--- src/rtl/adc_port_defs.svh ---
// Purpose: Constants of the two-wire result port (offsets, fields, resets)
// Assumes: Included by bare name from design files
// Notes:   Definitions only
`ifndef ADC_PORT_DEFS_SVH
`define ADC_PORT_DEFS_SVH

// ****************************************************************
// Frame shape
// ****************************************************************
`define BITS_PER_BYTE   4'h8
`define RESULT_BYTES    3'h4
`define SETUP_RST       16'h0000
`define RESULT_RST      32'h00000000
`define CNT_RST         4'h0

// ****************************************************************
// Setup word fields (first byte high, second byte low)
// ****************************************************************
`define CH_ENABLE_CODE  3'h5
`define CFG_EN2_BIT     7
`define CFG_TEMP_BIT    6
`define CFG_SPEED_BIT   3

// ****************************************************************
// Result word codes
// ****************************************************************
`define OVER_CODE       32'hc0000000
`define UNDER_HI_1X     26'h0ffffff
`define UNDER_HI_2X     20'h3ffff

`endif

--- src/rtl/adc_port_pkg.sv ---
// Purpose: Types of the two-wire result port
// Assumes: Nothing
// Notes:   Constants live in adc_port_defs.svh
package adc_port_pkg;

  // Serial link states, one-hot
  typedef enum logic [6:0] {
    ST_IDLE     = 7'b0000001,
    ST_ADDR     = 7'b0000010,
    ST_ADDR_ACK = 7'b0000100,
    ST_WR_BYTE  = 7'b0001000,
    ST_WR_ACK   = 7'b0010000,
    ST_RD_BYTE  = 7'b0100000,
    ST_RD_ACK   = 7'b1000000
  } link_state_t;

endpackage : adc_port_pkg

--- src/rtl/result_word_former.sv ---
// Purpose: Builds and holds the 32-bit conversion result word
// Assumes: load_i pulses once per finished conversion
// Notes:   Word only changes on load_i, so a read sees one conversion
`include "adc_port_defs.svh"

module result_word_former (
  input  wire logic        clk_i,
  input  wire logic        nrst_i,
  input  wire logic        load_i,
  input  wire logic        double_i,
  input  wire logic        pos_i,
  input  wire logic        over_i,
  input  wire logic        under_i,
  input  wire logic [23:0] value_i,
  input  wire logic [5:0]  sub_i,
  output logic      [31:0] word_o
);

  logic [31:0] word_d;
  logic        zero;
  logic        pol;

  // ****************************************************************
  // Encoding
  // ****************************************************************
  // Zero code takes the core's polarity only in double speed, where
  // the core's offset is uncalibrated and the sign may dither
  always_comb begin
    word_d = word_o;
    zero   = (value_i == 24'h000000);
    pol    = zero ? (pos_i | ~double_i) : ~value_i[23];
    if (load_i) begin
      if (over_i) begin
        word_d = `OVER_CODE;
      end else if (under_i && double_i) begin
        word_d = {`UNDER_HI_2X, value_i[5:0], sub_i};
      end else if (under_i) begin
        word_d = {`UNDER_HI_1X, sub_i};
      end else begin
        word_d = {pol, ~zero & value_i[23], value_i, sub_i};
      end
    end
  end

  // Result register
  always_ff @(posedge clk_i) begin
    if (!nrst_i) begin
      word_o <= `RESULT_RST;
    end else begin
      word_o <= word_d;
    end
  end
endmodule : result_word_former

--- src/rtl/adc_twowire_result_port.sv ---
// Purpose: Two-wire target port of a converter: address, setup, result
// Assumes: SCL_I/SDA_I synchronous to CLK_I; SCL low/high >= 2 clocks
// Notes:   Summary of operation is listed below
//
// Summary of operation
// Controller frames transfers with START and STOP
// Repeated START keeps bus busy, no conversion
// Each unit: eight data bits plus acknowledge
// Ninth clock: receiver pulls low to acknowledge
// Data changes only while clock low
// Controller sends 7-bit address then direction
// Answer only own pin-selected address
// Not acknowledge while conversion runs
// Acknowledge matching address when conversion finished
// Hold 32-bit result and 16-bit setup
// Sleep after conversion until addressed
// Read acknowledges, then up to four bytes
// Full read starts conversion, later reads refused
// Result shifted MSB first on falling clock
// First bit is result polarity
// Bits 31 and 30 encode range
// 24-bit two's complement plus six sub bits
// Out of range inputs clamp to codes
// Double speed zero code polarity may toggle
// Double speed underrange pattern fixed
// Target only; data line pulled low or released
// Works at 100 and 400 kbit/s
// Sample incoming bits on rising clock
// STOP after write or short read converts
// Result unchanged during a read
`include "adc_port_defs.svh"

module adc_twowire_result_port #(
  // Nine selectable addresses, entry i at [7*i +: 7]; values arbitrary
  parameter logic [62:0] ADDR_TABLE = {7'h18, 7'h17, 7'h16, 7'h15,
                                       7'h14, 7'h13, 7'h12, 7'h11,
                                       7'h10}
) (
  input  wire logic        CLK_I,
  input  wire logic        NRST_I,
  input  wire logic        SCL_I,
  input  wire logic        SDA_I,
  output logic             SDA_O,
  output logic             SDA_OE_N_O,
  input  wire logic [3:0]  ADDR_PIN_I,
  output logic             CONV_START_O,
  input  wire logic        CONV_DONE_I,
  input  wire logic [23:0] CONV_VALUE_I,
  input  wire logic [5:0]  CONV_SUB_I,
  input  wire logic        CONV_POS_I,
  input  wire logic        CONV_OVER_I,
  input  wire logic        CONV_UNDER_I,
  output logic [15:0]      SETUP_O,
  output logic             SLEEP_O
);

  adc_port_pkg::link_state_t st_q, st_d;
  logic        scl_q, sda_q;
  logic [3:0]  cnt_q, cnt_d;
  logic [7:0]  sh_q, sh_d;
  logic [31:0] tx_q, tx_d;
  logic        oe_n_q, oe_n_d;
  logic        dir_q, dir_d;
  logic [2:0]  nbytes_q, nbytes_d;
  logic        mack_q, mack_d;
  logic        pend_q, pend_d;
  logic        busy_q, busy_d;
  logic        start_q, start_d;
  logic        en_q, en_d;
  logic [15:0] setup_q, setup_d;
  logic        sleep_q, sleep_d;
  logic [6:0]  own_addr_q;
  logic [31:0] result;
  logic        scl_rise, scl_fall, bus_start, bus_stop;

  // ****************************************************************
  // Address select
  // ****************************************************************
  // Each pin is three-state: 0 low, 1 high, 2 or 3 floating
  function automatic logic [6:0] addr_lookup(input logic [3:0] pins);
    logic [1:0] p0;
    logic [1:0] p1;
    logic [3:0] idx;
    p0  = (pins[1:0] == 2'h3) ? 2'h2 : pins[1:0];
    p1  = (pins[3:2] == 2'h3) ? 2'h2 : pins[3:2];
    idx = 4'({p1, 1'b0}) + 4'(p1) + 4'(p0);
    return ADDR_TABLE[7 * idx +: 7];
  endfunction : addr_lookup

  // ****************************************************************
  // Line edges
  // ****************************************************************
  // Previous line levels; idle bus reads high
  always_ff @(posedge CLK_I) begin
    if (!NRST_I) begin
      scl_q      <= 1'b1;
      sda_q      <= 1'b1;
      own_addr_q <= 7'h00;
    end else begin
      scl_q      <= SCL_I;
      sda_q      <= SDA_I;
      own_addr_q <= addr_lookup(ADDR_PIN_I);
    end
  end

  assign scl_rise  = SCL_I & ~scl_q;
  assign scl_fall  = ~SCL_I & scl_q;
  // SDA moving while SCL stays high marks a frame edge
  assign bus_start = scl_q & SCL_I & sda_q & ~SDA_I;
  assign bus_stop  = scl_q & SCL_I & ~sda_q & SDA_I;

  // ****************************************************************
  // Result word
  // ****************************************************************
  // Loads only at the end of a conversion, which cannot overlap a read
  result_word_former u_former (
    .clk_i    (CLK_I),
    .nrst_i   (NRST_I),
    .load_i   (CONV_DONE_I & busy_q),
    .double_i (setup_q[`CFG_SPEED_BIT] & ~setup_q[`CFG_TEMP_BIT]),
    .pos_i    (CONV_POS_I),
    .over_i   (CONV_OVER_I),
    .under_i  (CONV_UNDER_I),
    .value_i  (CONV_VALUE_I),
    .sub_i    (CONV_SUB_I),
    .word_o   (result)
  );

  // ****************************************************************
  // Protocol engine
  // ****************************************************************
  // All SDA changes happen on a falling SCL so the controller never
  // sees a false START or STOP from this end
  always_comb begin
    st_d     = st_q;
    cnt_d    = cnt_q;
    sh_d     = sh_q;
    tx_d     = tx_q;
    oe_n_d   = oe_n_q;
    dir_d    = dir_q;
    nbytes_d = nbytes_q;
    mack_d   = mack_q;
    pend_d   = pend_q;
    busy_d   = busy_q;
    start_d  = 1'b0;
    en_d     = en_q;
    setup_d  = setup_q;
    if (CONV_DONE_I) begin
      busy_d = 1'b0;
    end
    if (bus_start) begin
      // Repeated START leaves a pending conversion untouched
      st_d   = adc_port_pkg::ST_ADDR;
      cnt_d  = `CNT_RST;
      oe_n_d = 1'b1;
    end else if (bus_stop) begin
      st_d   = adc_port_pkg::ST_IDLE;
      oe_n_d = 1'b1;
      if (pend_q) begin
        start_d = 1'b1;
        busy_d  = 1'b1;
        pend_d  = 1'b0;
      end
    end else begin
      case (st_q)
        adc_port_pkg::ST_ADDR: begin
          if (scl_rise) begin
            sh_d  = {sh_q[6:0], SDA_I};
            cnt_d = cnt_q + 4'h1;
          end else if (scl_fall && cnt_q == `BITS_PER_BYTE) begin
            if (sh_q[7:1] == own_addr_q && !busy_q) begin
              oe_n_d = 1'b0;
              dir_d  = sh_q[0];
              st_d   = adc_port_pkg::ST_ADDR_ACK;
            end else begin
              st_d = adc_port_pkg::ST_IDLE;
            end
          end
        end
        adc_port_pkg::ST_ADDR_ACK: begin
          if (scl_fall) begin
            cnt_d    = `CNT_RST;
            nbytes_d = 3'h0;
            pend_d   = 1'b1;
            if (dir_q) begin
              oe_n_d = result[31];
              tx_d   = {result[30:0], 1'b0};
              st_d   = adc_port_pkg::ST_RD_BYTE;
            end else begin
              oe_n_d = 1'b1;
              st_d   = adc_port_pkg::ST_WR_BYTE;
            end
          end
        end
        adc_port_pkg::ST_WR_BYTE: begin
          if (scl_rise) begin
            sh_d  = {sh_q[6:0], SDA_I};
            cnt_d = cnt_q + 4'h1;
          end else if (scl_fall && cnt_q == `BITS_PER_BYTE) begin
            // Channel byte needs 101; config byte needs EN2 too
            if (nbytes_q == 3'h0) begin
              en_d = (sh_q[7:5] == `CH_ENABLE_CODE);
              if (sh_q[7:5] == `CH_ENABLE_CODE) begin
                setup_d[15:8] = sh_q;
              end
            end else if (nbytes_q == 3'h1 && en_q &&
                         sh_q[`CFG_EN2_BIT]) begin
              setup_d[7:0] = sh_q;
            end
            if (nbytes_q != 3'h7) begin
              nbytes_d = nbytes_q + 3'h1;
            end
            oe_n_d = 1'b0;
            st_d   = adc_port_pkg::ST_WR_ACK;
          end
        end
        adc_port_pkg::ST_WR_ACK: begin
          if (scl_fall) begin
            oe_n_d = 1'b1;
            cnt_d  = `CNT_RST;
            st_d   = adc_port_pkg::ST_WR_BYTE;
          end
        end
        adc_port_pkg::ST_RD_BYTE: begin
          if (scl_rise) begin
            cnt_d = cnt_q + 4'h1;
          end else if (scl_fall && cnt_q == `BITS_PER_BYTE) begin
            oe_n_d   = 1'b1;
            nbytes_d = nbytes_q + 3'h1;
            st_d     = adc_port_pkg::ST_RD_ACK;
          end else if (scl_fall && cnt_q != `CNT_RST) begin
            oe_n_d = tx_q[31];
            tx_d   = {tx_q[30:0], 1'b0};
          end
        end
        adc_port_pkg::ST_RD_ACK: begin
          if (scl_rise) begin
            mack_d = ~SDA_I;
          end else if (scl_fall) begin
            cnt_d = `CNT_RST;
            if (nbytes_q == `RESULT_BYTES) begin
              // Whole word out: convert now, refuse until done
              start_d = 1'b1;
              busy_d  = 1'b1;
              pend_d  = 1'b0;
              st_d    = adc_port_pkg::ST_IDLE;
            end else if (mack_q) begin
              oe_n_d = tx_q[31];
              tx_d   = {tx_q[30:0], 1'b0};
              st_d   = adc_port_pkg::ST_RD_BYTE;
            end else begin
              st_d = adc_port_pkg::ST_IDLE;
            end
          end
        end
        adc_port_pkg::ST_IDLE: begin
          oe_n_d = 1'b1;
        end
        default: begin
          st_d   = adc_port_pkg::ST_IDLE;
          oe_n_d = 1'b1;
        end
      endcase
    end
    // Asleep once idle after a conversion until addressed again
    sleep_d = ~busy_d & (st_d == adc_port_pkg::ST_IDLE ||
                         st_d == adc_port_pkg::ST_ADDR);
  end

  // Registers; conversion after reset runs by the core itself
  always_ff @(posedge CLK_I) begin
    if (!NRST_I) begin
      st_q     <= adc_port_pkg::ST_IDLE;
      cnt_q    <= `CNT_RST;
      sh_q     <= 8'h00;
      tx_q     <= `RESULT_RST;
      oe_n_q   <= 1'b1;
      dir_q    <= 1'b0;
      nbytes_q <= 3'h0;
      mack_q   <= 1'b0;
      pend_q   <= 1'b0;
      busy_q   <= 1'b1;
      start_q  <= 1'b0;
      en_q     <= 1'b0;
      setup_q  <= `SETUP_RST;
      sleep_q  <= 1'b0;
    end else begin
      st_q     <= st_d;
      cnt_q    <= cnt_d;
      sh_q     <= sh_d;
      tx_q     <= tx_d;
      oe_n_q   <= oe_n_d;
      dir_q    <= dir_d;
      nbytes_q <= nbytes_d;
      mack_q   <= mack_d;
      pend_q   <= pend_d;
      busy_q   <= busy_d;
      start_q  <= start_d;
      en_q     <= en_d;
      setup_q  <= setup_d;
      sleep_q  <= sleep_d;
    end
  end

  // Open drain: the driven level is always low
  always_ff @(posedge CLK_I) begin
    SDA_O <= 1'b0;
  end

  assign SDA_OE_N_O   = oe_n_q;
  assign CONV_START_O = start_q;
  assign SETUP_O      = setup_q;
  assign SLEEP_O      = sleep_q;
endmodule : adc_twowire_result_port

--- config.mk ---
export PLATFORM = sky130hd
export DESIGN_NAME = adc_twowire_result_port
export DESIGN_NICKNAME = d
export VERILOG_FILES = /design/src/rtl/adc_port_pkg.sv /design/src/rtl/result_word_former.sv /design/src/rtl/adc_twowire_result_port.sv
export VERILOG_INCLUDE_DIRS = /design/src /design/src/rtl
export SDC_FILE = /design/constraint.sdc
export NUM_CORES = 1
export LEC_CHECK = 0
export ABC_AREA = 1
export BUFFER_PORTS_ARGS = -buffer_cell sky130_fd_sc_hd__buf_2
export CELL_PAD_IN_SITES_DETAIL_PLACEMENT = 0
export CELL_PAD_IN_SITES_GLOBAL_PLACEMENT = 2
export CORE_ASPECT_RATIO = 1.75
export CORE_MARGIN = 2
export CORE_UTILIZATION = 30
export DETAILED_ROUTE_END_ITERATION = 10
export HOLD_SLACK_MARGIN = 0.03
export PLACE_DENSITY_LB_ADDON = 0.08
export SYNTH_ARGS = -nofsm -noshare
export SYNTH_HDL_FRONTEND = slang
export SYNTH_SLANG_ARGS = --single-unit
export TNS_END_PERCENT = 50
--- constraint.sdc ---
create_clock -name CLK_I -period 2.9 [get_ports CLK_I]
set_input_delay 0.87 -clock CLK_I [delete_from_list [all_inputs] [get_ports CLK_I]]
set_output_delay 0.87 -clock CLK_I [all_outputs]
set_load 0.005 [all_outputs]
Word-level counts from Yosys, hierarchy flattened
Cells that the tools add are included.
- bits in registers: 119
- output and inout bits: 20
- $add $sub $neg: 4
- $mul: 1
- equality and inequality tests: 40
- shift-type cells: 1
- mux-type cells: 79
- bitwise logic cells: 26
- reduce and logical (&&, ||, !) cells: 31
- operators by type and width (cell ; number):
    2-to-1 mux 32 bit ; 12
    case mux 32 bit (3 select lines) ; 1
    2-to-1 mux 7 bit ; 12
    variable part select 63 x 8 -> 7 bit (first input constant) ; 1
    case mux 7 bit (7 select lines) ; 1
    2-to-1 mux 1 bit ; 34
    != test 2 bit (second input constant) ; 17
    logical NOT 24 bit ; 1
    2-to-1 mux 3 bit ; 7
    2-to-1 mux 6 bit ; 3
    != test 3 bit (second input constant) ; 6
    AND reduction 6 bit ; 3
    == test 7 x 1 -> 1 bit (second input constant) ; 2
    == test 7 x 2 -> 1 bit (second input constant) ; 2
    NOT 1 bit ; 14
    AND reduction 7 bit ; 2
    AND reduction 13 bit ; 1
    2-to-1 mux 4 bit ; 3
    case mux 4 bit (3 select lines) ; 1
    AND reduction 12 bit ; 1
    AND reduction 4 bit ; 3
    nonzero test 3 bit ; 4
    AND 1 bit ; 11
    case mux 3 bit (3 select lines) ; 1
    other kinds (28) ; 39

Logic depth before layout (Yosys ltp)
Gate-level depths: netlist of the first run.
- word-level depth: 11
- gate-level depth with buffers: 13
- depth with buffers taken out: 12

Hierarchy
From an unflattened synthesis of the first run, not the netlist that was laid out.
- cell total of the unflattened synthesis: 866
- area, all modules: 5744.3 sq um
- by module, submodules not included (module ; instances ; cells an instance ; area each (sq um) ; sequential area each (sq um)):
    adc_twowire_result_port ; 1 ; 697 ; 4414.2 ; 1681.6
    result_word_former ; 1 ; 169 ; 1330.0 ; 640.6

Worst setup path after synthesis of the first run
No wires, ideal clock.
- path kind: input port to flip-flop
- start: in ADDR_PIN_I[3]
- end: reg own_addr_q[4]
- setup time: 0.116 ns
- arrival: 2.431 ns
- data required time: 2.784 ns
- path slack: 0.353 ns
- cell stages on the path: 9
- path buffers: 0
- path through: inv_1 nand2_1 fa_1 inv_1 ha_1 inv_1 fa_1 nand4_1 nand2_1
- cells in the longest elaborated chain, start to end: 6
- ends and longest elaborated chain (element ; RTL line ; source):
    from (decl) ; adc_twowire_result_port.sv:45 ; input wire logic [3:0] ADDR_PIN_I,
    == test 2 bit ; adc_twowire_result_port.sv:85 ; p1 = (pins[3:2] == 2'h3) ? 2'h2 : pins[3:2];
    2-to-1 mux 2 bit * ; adc_twowire_result_port.sv:85 ;
    adder 3 x 2 -> 4 bit * ; adc_twowire_result_port.sv:86 ; idx = 4'({p1, 1'b0}) + 4'(p1) + 4'(p0);
    adder 4 x 2 -> 4 bit * ; adc_twowire_result_port.sv:86 ;
    multiplier 3 x 4 -> 7 bit * ; adc_twowire_result_port.sv:87 ; return ADDR_TABLE[7 * idx +: 7];
    variable part select 63 x 8 -> 7 bit * ; adc_twowire_result_port.sv:87 ;
    to (signal assigned) ; adc_twowire_result_port.sv:102 ; own_addr_q <= addr_lookup(ADDR_PIN_I);
    to (decl) ; adc_twowire_result_port.sv:72 ; logic [6:0] own_addr_q;
Mark *: on every way between the ends. The rest lies on a longest branch, timed or not.
A chain may end at the register's enable or synchronous reset.

Final worst setup path of the first run
Same ends and word-level chain as after synthesis.

==> results of run 1 <==
worst max-delay path: stages:
cell and delay, ns:
buf_2 0.10, inv_1 0.13, nand2_1 0.12, fa_1 0.51
inv_1 0.04, ha_1 0.20, inv_1 0.07, fa_1 0.43
nand4_1 0.14, nand2_1 0.06
power groups by stage:
stage	clock [mW]	sequential, mW	combinational (mW)
final	2.13	1.64	0.261
after global routing	2.27	1.65	0.299
after CTS	2.19	1.64	0.266
after detailed placement	0	1.68	0.265
after global placement	0	1.68	0.261
after floorplan	0	1.67	0.167
worst paths after layout:
check,from,end,slack [ns]
max,ADDR_PIN_I[3],own_addr_q[4],0.54
min,SETUP_O[14],SETUP_O[14],0.44
max reg2reg,st_q[3],tx_q[23],0.80
min reg2reg,SETUP_O[14],SETUP_O[14],0.44
cells in the mapped netlist (6+ instances only):
cell and instances:
a21oi_1 60, buf_2 11, clkbuf_1 18, dfxtp_1 116
ha_1 8, inv_1 102, inv_2 6, nand2_1 267
nand3_1 54, nand4_1 8, nor2_1 101, nor2_2 25
nor3_1 7, o21ai_0 54
cell families (layout without fill, tap and decap cells):
| family | count (synthesis) | in the layout |
|---|---|---|
| AO/OA/AOI/OAI | 121 | 121 |
| XOR/XNOR | 3 | 3 |
| adder cells (fa/ha/maj) | 10 | 10 |
| buffers and inverters | 149 | 217 |
| flip-flops | 116 | 116 |
| other | 1 | 1 |
| AND/OR/NAND/NOR | 482 | 482 |
final cells by class:
| cell class | instances | area [um^2] | area share [%] |
|---|---|---|---|
| Clock buffer | 22 | 464.2 | 6.671 |
| Clock inverter | 10 | 128.9 | 1.852 |
| Timing Repair Buffer | 76 | 432.9 | 6.222 |
| Tap cell | 241 | 301.5 | 4.334 |
| Multi-Input combinational cell | 617 | 2894 | 41.59 |
| Sequential cell | 116 | 2322 | 33.38 |
| Inverter | 109 | 414.1 | 5.952 |
sequential cells by signal, summed over array words and instances, names as in the netlist:
name / flops
tx_q: 31
sh_q: 8
st_q: 7
own_addr_q: 5
u_former.word_o: 32
SDA_OE_N_O: 1
SLEEP_O: 1
mack_q: 1
pend_q: 1
scl_q: 1
SETUP_O: 16
en_q: 1
busy_q: 1
dir_q: 1
CONV_START_O: 1
nbytes_q: 3
sda_q: 1
cnt_q: 4
layer usage:
layer  track usage (%)  wire length, um
met1             18.51             6900
met2             33.71             9581
met3             3.874              481
met4             7.546              443
met5                 0                0
==> impl_metrics.toml, run 1 <==
[final_layout]
fillers = 2157
area_delta_synth_final_pct = 19.05
postLayoutCoreUtil_pct = 36.40
final_cell_mix = "267 x nand2_1, 116 x dfxtp_1, 102 x inv_1, 100 x nor2_1"
mostFrequentLayoutCell = "nand2_1"
insertedDiodeCount = 0
design_area_um2 = 6958
nets = 989
post_route_cells_drive_above_1_share_pct = 16.21
stdcell_count = 1191

[logic_synthesis]
synth_top_family_by_area = "simple AND/OR/NAND/NOR gates"
synthTopCellsByArea = "dfxtp_1 40%, nand2_1 17%, inv_1 6.6%"
synth_warnings = 0
syn_nets = 934
synth_top_area_share_pct = 39.73
ys_seq_area_share_pct = 39.73
synth_edf_count = 0
synth_xor_area_share_pct = 0.4496
async_reset_ff_share_pct = 0
yosysUniqueCellTypes = 38
yosys_register_bits = 116
synth_area_um2 = 5844
post_synth.cell_area_avg_um2 = 6.626
synth_compound_area_share_pct = 10.64
synth_largest_area_cell = "dfxtp_1"
synthSimpleGateAreaFrac_pct = 35.92
synth_ff_type = "dfxtp_1"
synth_mux_area_share_pct = 0
synthCells = 882
yosys.area_share.adder_pct = 2.398

[place]
dpl.cell_count = 1159
dpl_cell_area_um2 = 6365
port_buffers = 60
place_ws_ns = 0.1051
dp.final_hpwl_um = 12610
place_congestion = 0.8655

[drt]
drt_first_pass_iters = 4
vias_per_cell = 4.618
dr.first_iter.drc_count = 215
drc = 0
ant_nets = 0
finalWirelength_um = 17410
wire_per_inst_um = 14.62
vias = 5500

[setup_path]
cp.arrival_ns = 2.67
cp.required_ns = 3.20
worst-setup-path-type = "input pin to register"
startpoint_type = "input pin"
reg2reg_depth = 11
worstPathMaxFanout = 3
end_kind = "register"

[job]
maxCapViolations = 0

[timing]
rsz0062_at_grt = "no"
finalHoldViolCount = 0
timing.setup.tns_ns = 0
max_slew.worst_pin.slew_ns = 0.5925
whs_ns = 0.4375
finalCriticalPeriod_ns = 2.365
post-route-period-util_pct = 81.55
fmax_mhz = 422.9
final_max_slew_viol_count = 0
maxSlewHeadroom_pct = 60.50
setup_ws_ns = 0.5352
setup_violations = 0
fin_skew_ns = 0.006188

[clock_network]
cts.sink_count = 116
path_clk_slew_ns = 0.05
worstSkewPairLatency_ns = 0.42
ctsHtreeMaxLevel = 4
max-clock-path-buffers = 2
cts_setup_buffers = 0
hold_buffers = 0
cts_resized = 0
cts_tree = "yes"
cts_root_buffer = "clkbuf_16"
numCtsBuffers = 17

[power]
p_sw_share_pct = 23.00
switching_power_uw = 927.5
p_clk_share_pct = 52.8
combPwrFrac_pct = 6.5
power_density_nw_per_um2 = 579.7
ir_worst_vdd_v = 0.0003250
power_mw = 4.033
pwr-share-seq_pct = 40.8
p_leak_nw = 3.175
power.internal_mw = 3.106

[global_route]
first_global_vias = 5463
grt.total_usage_pct = 17.94
grt_max_degree = 47
grt_pass1_wl_um = 28150
gr-total-overflow = 0
antenna_found_initial = 0

[floorplan]
fp.coreArea_um2 = 19110
rows = 67
die_h_um = 188.6
die_area_um2 = 20660
io_pins = 62
die_w_um = 109.5
start_util_pct = 30.58

[status]
outcome = "finished clean"

[min_path]
hold_depth = 2
hold_path_class = "register to register"
(Power assumes the default switching activity.)
==> run 2: changes to the inputs <==
--- a/config.mk
+++ b/config.mk
@@ -6,7 +6,7 @@
 export SDC_FILE = /design/constraint.sdc
 export NUM_CORES = 1
 export LEC_CHECK = 0
-export ABC_AREA = 1
+export ABC_AREA = 0
 export BUFFER_PORTS_ARGS = -buffer_cell sky130_fd_sc_hd__buf_2
 export CELL_PAD_IN_SITES_DETAIL_PLACEMENT = 0
 export CELL_PAD_IN_SITES_GLOBAL_PLACEMENT = 2
==> constraint.sdc (replaced) <==
create_clock -name CLK_I -period 2.03 [get_ports CLK_I]
set_input_delay 0.609 -clock CLK_I [delete_from_list [all_inputs] [get_ports CLK_I]]
set_output_delay 0.609 -clock CLK_I [all_outputs]
set_load 0.005 [all_outputs]
==> run 2 against run 1 <==
  * Register-to-register slack worse by 0.84 ns
  * The run now ends with setup timing left
  * Core utilization grew 6.1 points
  * Worst setup slack got worse by 0.57 ns
  * Worst hold slack worse by 0.0069 ns
  * Sequential cell count unchanged
==> impl_metrics.toml, run 2 <==
[global_route]
antenna_found_initial = 0
gr-total-overflow = 0
first_global_vias = 5066
grt_max_degree = 62
grt.total_usage_pct = 16.83
grt_pass1_wl_um = 25890

[logic_synthesis]
yosysUniqueCellTypes = 60
synth_largest_area_cell = "dfxtp_1"
synth_ff_type = "dfxtp_1"
synth_edf_count = 0
synth_warnings = 0
syn_nets = 698
post_synth.cell_area_avg_um2 = 8.766
yosys_register_bits = 116
synth_area_um2 = 5663
ys_seq_area_share_pct = 41.01
synth_top_area_share_pct = 41.01
synthCells = 646
synth_common_cells = "116 x dfxtp_1, 74 x nand2_1, 50 x nor2b_1, 48 x nor2_1, 46 x mux2i_1"
yosysMostFrequentCell = "dfxtp_1"
synthTopCellsByArea = "dfxtp_1 41%, mux2i_1 8.1%, nor2b_1 5.5%"
async_reset_ff_share_pct = 0

[setup_path]
r2r-end = "SDA_OE_N_O"
path_cells = "buf_4 -> nor4_4 -> nor4bb_1 -> nand2_1 -> nor3b_2 -> o21ai_0 -> mux2_2"
worst-setup-path-type = "register to register"
cp.required_ns = 2.33
end_kind = "register"
startpoint_type = "register"
reg2reg_depth = 7
worstPathMaxFanout = 8
worst_path_dominant_cell_family = "simple AND/OR/NAND/NOR gates"
reg2reg_from = "st_q[5]"
max_stage_delay_ns = 0.41
worst-path-buf-inv = 1
cp.arrival_ns = 2.37
slowest_stage = "nor4bb_1"
rrSetupSlack_ns = -0.04

[final_layout]
final_cell_mix = "106 x dfxtp_1, 97 x buf_4, 59 x buf_2, 54 x nand2_1, 49 x nor2b_1"
mostFrequentLayoutCell = "dfxtp_1"
area_delta_synth_final_pct = 39.39
largest_reg_flops = 32
insertedDiodeCount = 0
nets = 843
largest-register = "u_former.word_o"
post_route_cells_drive_above_1_share_pct = 33.62

[clock_network]
ctsHtreeMaxLevel = 4
numCtsBuffers = 17
worstSkewPairLatency_ns = 0.42
max-clock-path-buffers = 2
cts.sink_count = 116
hold_buffers = 0
path_clk_slew_ns = 0.06
cts_tree = "yes"
cts_root_buffer = "clkbuf_16"

[timing]
final_max_slew_viol_count = 0
post-route-period-util_pct = 101.8
fin_skew_ns = 0.009352
timing.setup.tns_ns = -0.1615
setup_ws_ns = -0.03557
finalCriticalPeriod_ns = 2.066
setup_violations = 12
finalHoldViolCount = 0
rsz0062_at_grt = "yes"
fmax_mhz = 484.1

[floorplan]
die_area_um2 = 20040
die_h_um = 185.8
fp.coreArea_um2 = 18580
rows = 66
start_util_pct = 30.48
die_w_um = 107.9
io_pins = 62

[power]
power_density_nw_per_um2 = 721.3
ir_worst_vdd_v = 0.0006507
p_leak_nw = 3.695

[min_path]
hold_path_class = "register to register"
hold_end = "SETUP_O[14]"
hold_depth = 2
worstHoldStart = "SETUP_O[14]"

[job]
maxCapViolations = 0

[status]
violations = "setup timing"
outcome = "complete, but fails checks"

[drt]
finalWirelength_um = 16630
drc = 0
wire_per_inst_um = 15.97
vias_per_cell = 4.852
vias = 5051
dr.first_iter.drc_count = 139
drt_first_pass_iters = 4
ant_nets = 0

[place]
port_buffers = 60
place_ws_ns = -0.5074
place_congestion = 0.8461
dp.final_hpwl_um = 11840
==> run 2: cell count changes after synthesis, moves of 39 or more <==
cell	delta
nand2_1	-193
inv_1	-87
nor2_1	-53
nor2b_1	+50
mux2i_1	+46
nand3_1	-40
o21ai_0	-39
==> run 2: where the power goes <==
part	leakage, nW	total (mW)	internal [mW]	switching (mW)
Clock	0.282	2.92	1.89	1.03
Sequential	0.945	2.35	2.32	0.0263
Combinational	2.47	0.424	0.193	0.231
==> run 2: cell type report <==
class / instances / area, um^2
Inverter: 15 / 60.06
Sequential cell: 116 / 2340
Timing Repair Buffer: 170 / 1297
Multi-Input combinational cell: 471 / 3321
Tap cell: 238 / 297.8
Fill cell: 1929 / 10690
Clock buffer: 22 / 474.2
Clock inverter: 9 / 103.9
==> run 2: worst register-to-register path: stages (launching register included) <==
cell,delay (ns)
dfxtp_4,0.38
buf_4,0.15
nor4_4,0.27
nor4bb_1,0.41
nand2_1,0.12
nor3b_2,0.18
o21ai_0,0.09
mux2_2,0.35
==> run 2: metal layers <==
metal	vias to the layer above	wire length (um)	global-route usage [%]
li1	2552	-	-
met1	2376	6752	18.64
met2	91	8799	29.79
met3	32	423	3.466
met4	0	653	8.974
met5	-	0	0
==> run 2: repair_timing <==
item,4_1_cts,5_1_grt
setup endpoints to repair,47,48
gates resized for setup,8,67
buffers inserted,1,7
cloned,0,4
pin swaps,1,11
==> run 2: through the flow <==
stage / cells / instance area (um^2) / hold slack [ns] / util [%] / power (mW)
detailed placement: 999 / 6909 / 0.4263 / 37.19 / 2.809
global placement: 999 / 6909 / 0.4182 / 37.19 / 2.805
finish: 1041 / 7894 / 0.4306 / 42.48 / 5.694
global route: 1041 / 7894 / 0.4701 / 42.48 / 5.947
floorplan: 646 / 5707 / 0.4315 / - / 2.621
CTS: 1031 / 7521 / 0.4336 / 40.48 / 5.789
==> run 2: cell families after synthesis <==
family                   after synthesis  synth area share [%]
AND/OR/NAND/NOR                      278                 26.23
AO/OA/AOI/OAI                        122                 15.11
flip-flops                           116                 41.01
buffers and inverters                 59                 4.772
multiplexers                          47                 8.330
XOR/XNOR                              13                 2.011
adder cells (fa/ha/maj)               10                 2.475
other                                  1               0.06622
==> run 2: worst max-delay path by stage <==
stage	depth (start not counted)	end	startpoint	slack, ns
2_1_floorplan	8	own_addr_q[3]	ADDR_PIN_I[3]	-0.30
3_3_place_gp	10	own_addr_q[3]	ADDR_PIN_I[3]	-0.46
3_5_place_dp	10	own_addr_q[3]	ADDR_PIN_I[3]	-0.51
4_1_cts	10	own_addr_q[3]	ADDR_PIN_I[3]	-0.04
5_1_grt	9	tx_q[31]	cnt_q[0]	-0.09
6_report	7	SDA_OE_N_O	st_q[5]	-0.04
==> run 3: changes to the inputs <==
--- a/config.mk
+++ b/config.mk
@@ -12,10 +12,11 @@
 export CELL_PAD_IN_SITES_GLOBAL_PLACEMENT = 2
 export CORE_ASPECT_RATIO = 1.75
 export CORE_MARGIN = 2
-export CORE_UTILIZATION = 30
+export CORE_UTILIZATION = 32
 export DETAILED_ROUTE_END_ITERATION = 10
 export HOLD_SLACK_MARGIN = 0.03
 export PLACE_DENSITY_LB_ADDON = 0.08
+export REMOVE_ABC_BUFFERS = 1
 export SYNTH_ARGS = -nofsm -noshare
 export SYNTH_HDL_FRONTEND = slang
 export SYNTH_SLANG_ARGS = --single-unit
==> run 3 against run 2 <==
  * The run now ends clean
  * Worst hold slack improved by 0.0062 ns
  * Non-clock buffer count is 14 lower
  * Core utilization rose by 1.8 points
  * Sequential cell count unchanged
  * Critical path depth increased by 3
  * Critical path type is now input pin to register
  * Register-to-register slack gained 0.06 ns
  * Clock skew is 0.0054 ns higher
==> impl_metrics.toml, run 3 (synthesis gave the netlist of run 2 again) <==
[global_route]
grt_max_degree = 62
grt_pass1_wl_um = 25940
antenna_found_initial = 0
grt.total_usage_pct = 17.16
first_global_vias = 5193
gr-total-overflow = 0

[power]
power_mw = 5.659
power_density_nw_per_um2 = 735.7
p_leak_nw = 3.608
ir_worst_vdd_v = 0.0003543

[timing]
final_max_slew_viol_count = 0
max_slew.worst_pin.slew_ns = 0.5830
maxSlewHeadroom_pct = 61.13
finalCriticalPeriod_ns = 2.025
fmax_mhz = 493.8
setup_violations = 0
finalHoldViolCount = 0
fin_skew_ns = 0.01477
post-route-period-util_pct = 99.77
rsz0062_at_grt = "yes"

[final_layout]
stdcell_count = 1020
largest-register = "u_former.word_o"
post_route_cells_drive_above_1_share_pct = 30.16
final_cell_mix = "109 x dfxtp_1, 82 x buf_4, 72 x nand2_1, 59 x buf_2, 48 x nor2b_1"
nets = 829
insertedDiodeCount = 0
mostFrequentLayoutCell = "dfxtp_1"
largest_reg_flops = 32
area_delta_synth_final_pct = 35.84

[drt]
wl_met1_um = 6706
vias_per_cell = 4.984
wire_per_inst_um = 15.84
ant_nets = 0
routed-wl-met2_um = 8487
wl_met3_um = 359
top_layer = "met4"
vias = 5084
drc = 0
drt_first_pass_iters = 4
finalWirelength_um = 16150
dr.first_iter.drc_count = 148

[floorplan]
rows = 64
die_h_um = 180.0
start_util_pct = 32.59
die_area_um2 = 18820
io_pins = 62
fp.coreArea_um2 = 17380
die_w_um = 104.6

[clock_network]
numCtsBuffers = 17
ctsHtreeMaxLevel = 4
cts_root_buffer = "clkbuf_16"
worstSkewPairLatency_ns = 0.41
hold_buffers = 0
cts.sink_count = 116
cts_tree = "yes"
path_clk_slew_ns = 0.06
max-clock-path-buffers = 2

[place]
place_congestion = 0.8581
dpl.cell_count = 971
dp.final_hpwl_um = 11070
port_buffers = 60

[setup_path]
worst-setup-path-type = "input pin to register"
worstPathMaxFanout = 3
startpoint_type = "input pin"
end_kind = "register"
cp.arrival_ns = 2.37
cp.required_ns = 2.38

[min_path]
hold_path_class = "register to register"

[status]
outcome = "finished clean"

[job]
maxCapViolations = 0
-- run 3: changes by cell type in the layout (fill, tap and decap cells not counted), moves of 4 or more --
| cell | before | now |
|---|---|---|
| nand2_1 | 54 | 72 |
| a21boi_0 | 4 | 9 |
| nand2_4 | 10 | 2 |
| buf_4 | 97 | 82 |
| a21boi_1 | 4 | 0 |
| nand2_2 | 11 | 1 |
-- run 3: per-stage QoR --
stage	TNS [ns]	utilization [%]	instance area, um^2	setup WS [ns]	hold WS (ns)
after detailed placement	-17.02	38.74	6731	-0.6037	0.4334
final	0	44.27	7692	0.004708	0.4368
after global routing	-0.6473	44.27	7692	-0.08305	0.4729
after CTS	-0.03744	42.32	7353	-0.03744	0.4423
after floorplan	-52.62	-	5449	-1.575	0.4315
after global placement	-15.12	38.74	6731	-0.4956	0.4219
-- run 3: where the power goes --
part	switching (mW)	internal, mW
Clock	1.09	1.80
Combinational	0.225	0.195
Sequential	0.0281	2.32
Total	1.35	4.31
-- run 3: area by class of cell --
| cell class | instances | area (um^2) |
|---|---|---|
| clock buffer | 18 | 429.2 |
| clock inverter | 13 | 136.4 |
| fill | 1789 | 9684 |
| inverter | 15 | 63.81 |
| multi-input combinational | 471 | 3234 |
| sequential | 116 | 2336 |
| tap | 231 | 289.0 |
| timing repair buffer | 156 | 1204 |
-- run 3: what timing repair did --
item                                    CTS  global route
pin swaps                                 4             8
endpoints found under the setup margin   46            54
gates cloned                              0             5
resized for setup                        12            41
setup buffers                             3            10
-- run 3: worst max-delay path: stages --
cell and delay (ns):
buf_8 0.10, inv_8 0.05, nand2_4 0.05, fa_1 0.43
inv_1 0.07, ha_2 0.16, inv_2 0.03, fa_1 0.49
nor3b_4 0.20, and3b_1 0.18
-- run 3: metal layers --
| layer | global-route usage, % | up-vias |
|---|---|---|
| li1 | - | 2532 |
| met1 | 18.58 | 2431 |
| met2 | 31.24 | 91 |
| met3 | 3.082 | 30 |
| met4 | 9.081 | 0 |
| met5 | 0 | - |
-- run 3: worst paths after layout --
path	from	to	slack, ns	depth (start not counted)
hold reg to reg	SETUP_O[14]	SETUP_O[14]	0.44	2
hold / removal	SETUP_O[14]	SETUP_O[14]	0.44	2
setup reg to reg	st_q[5]	SDA_OE_N_O	0.02	8
setup / recovery	ADDR_PIN_I[3]	own_addr_q[3]	0.005	10
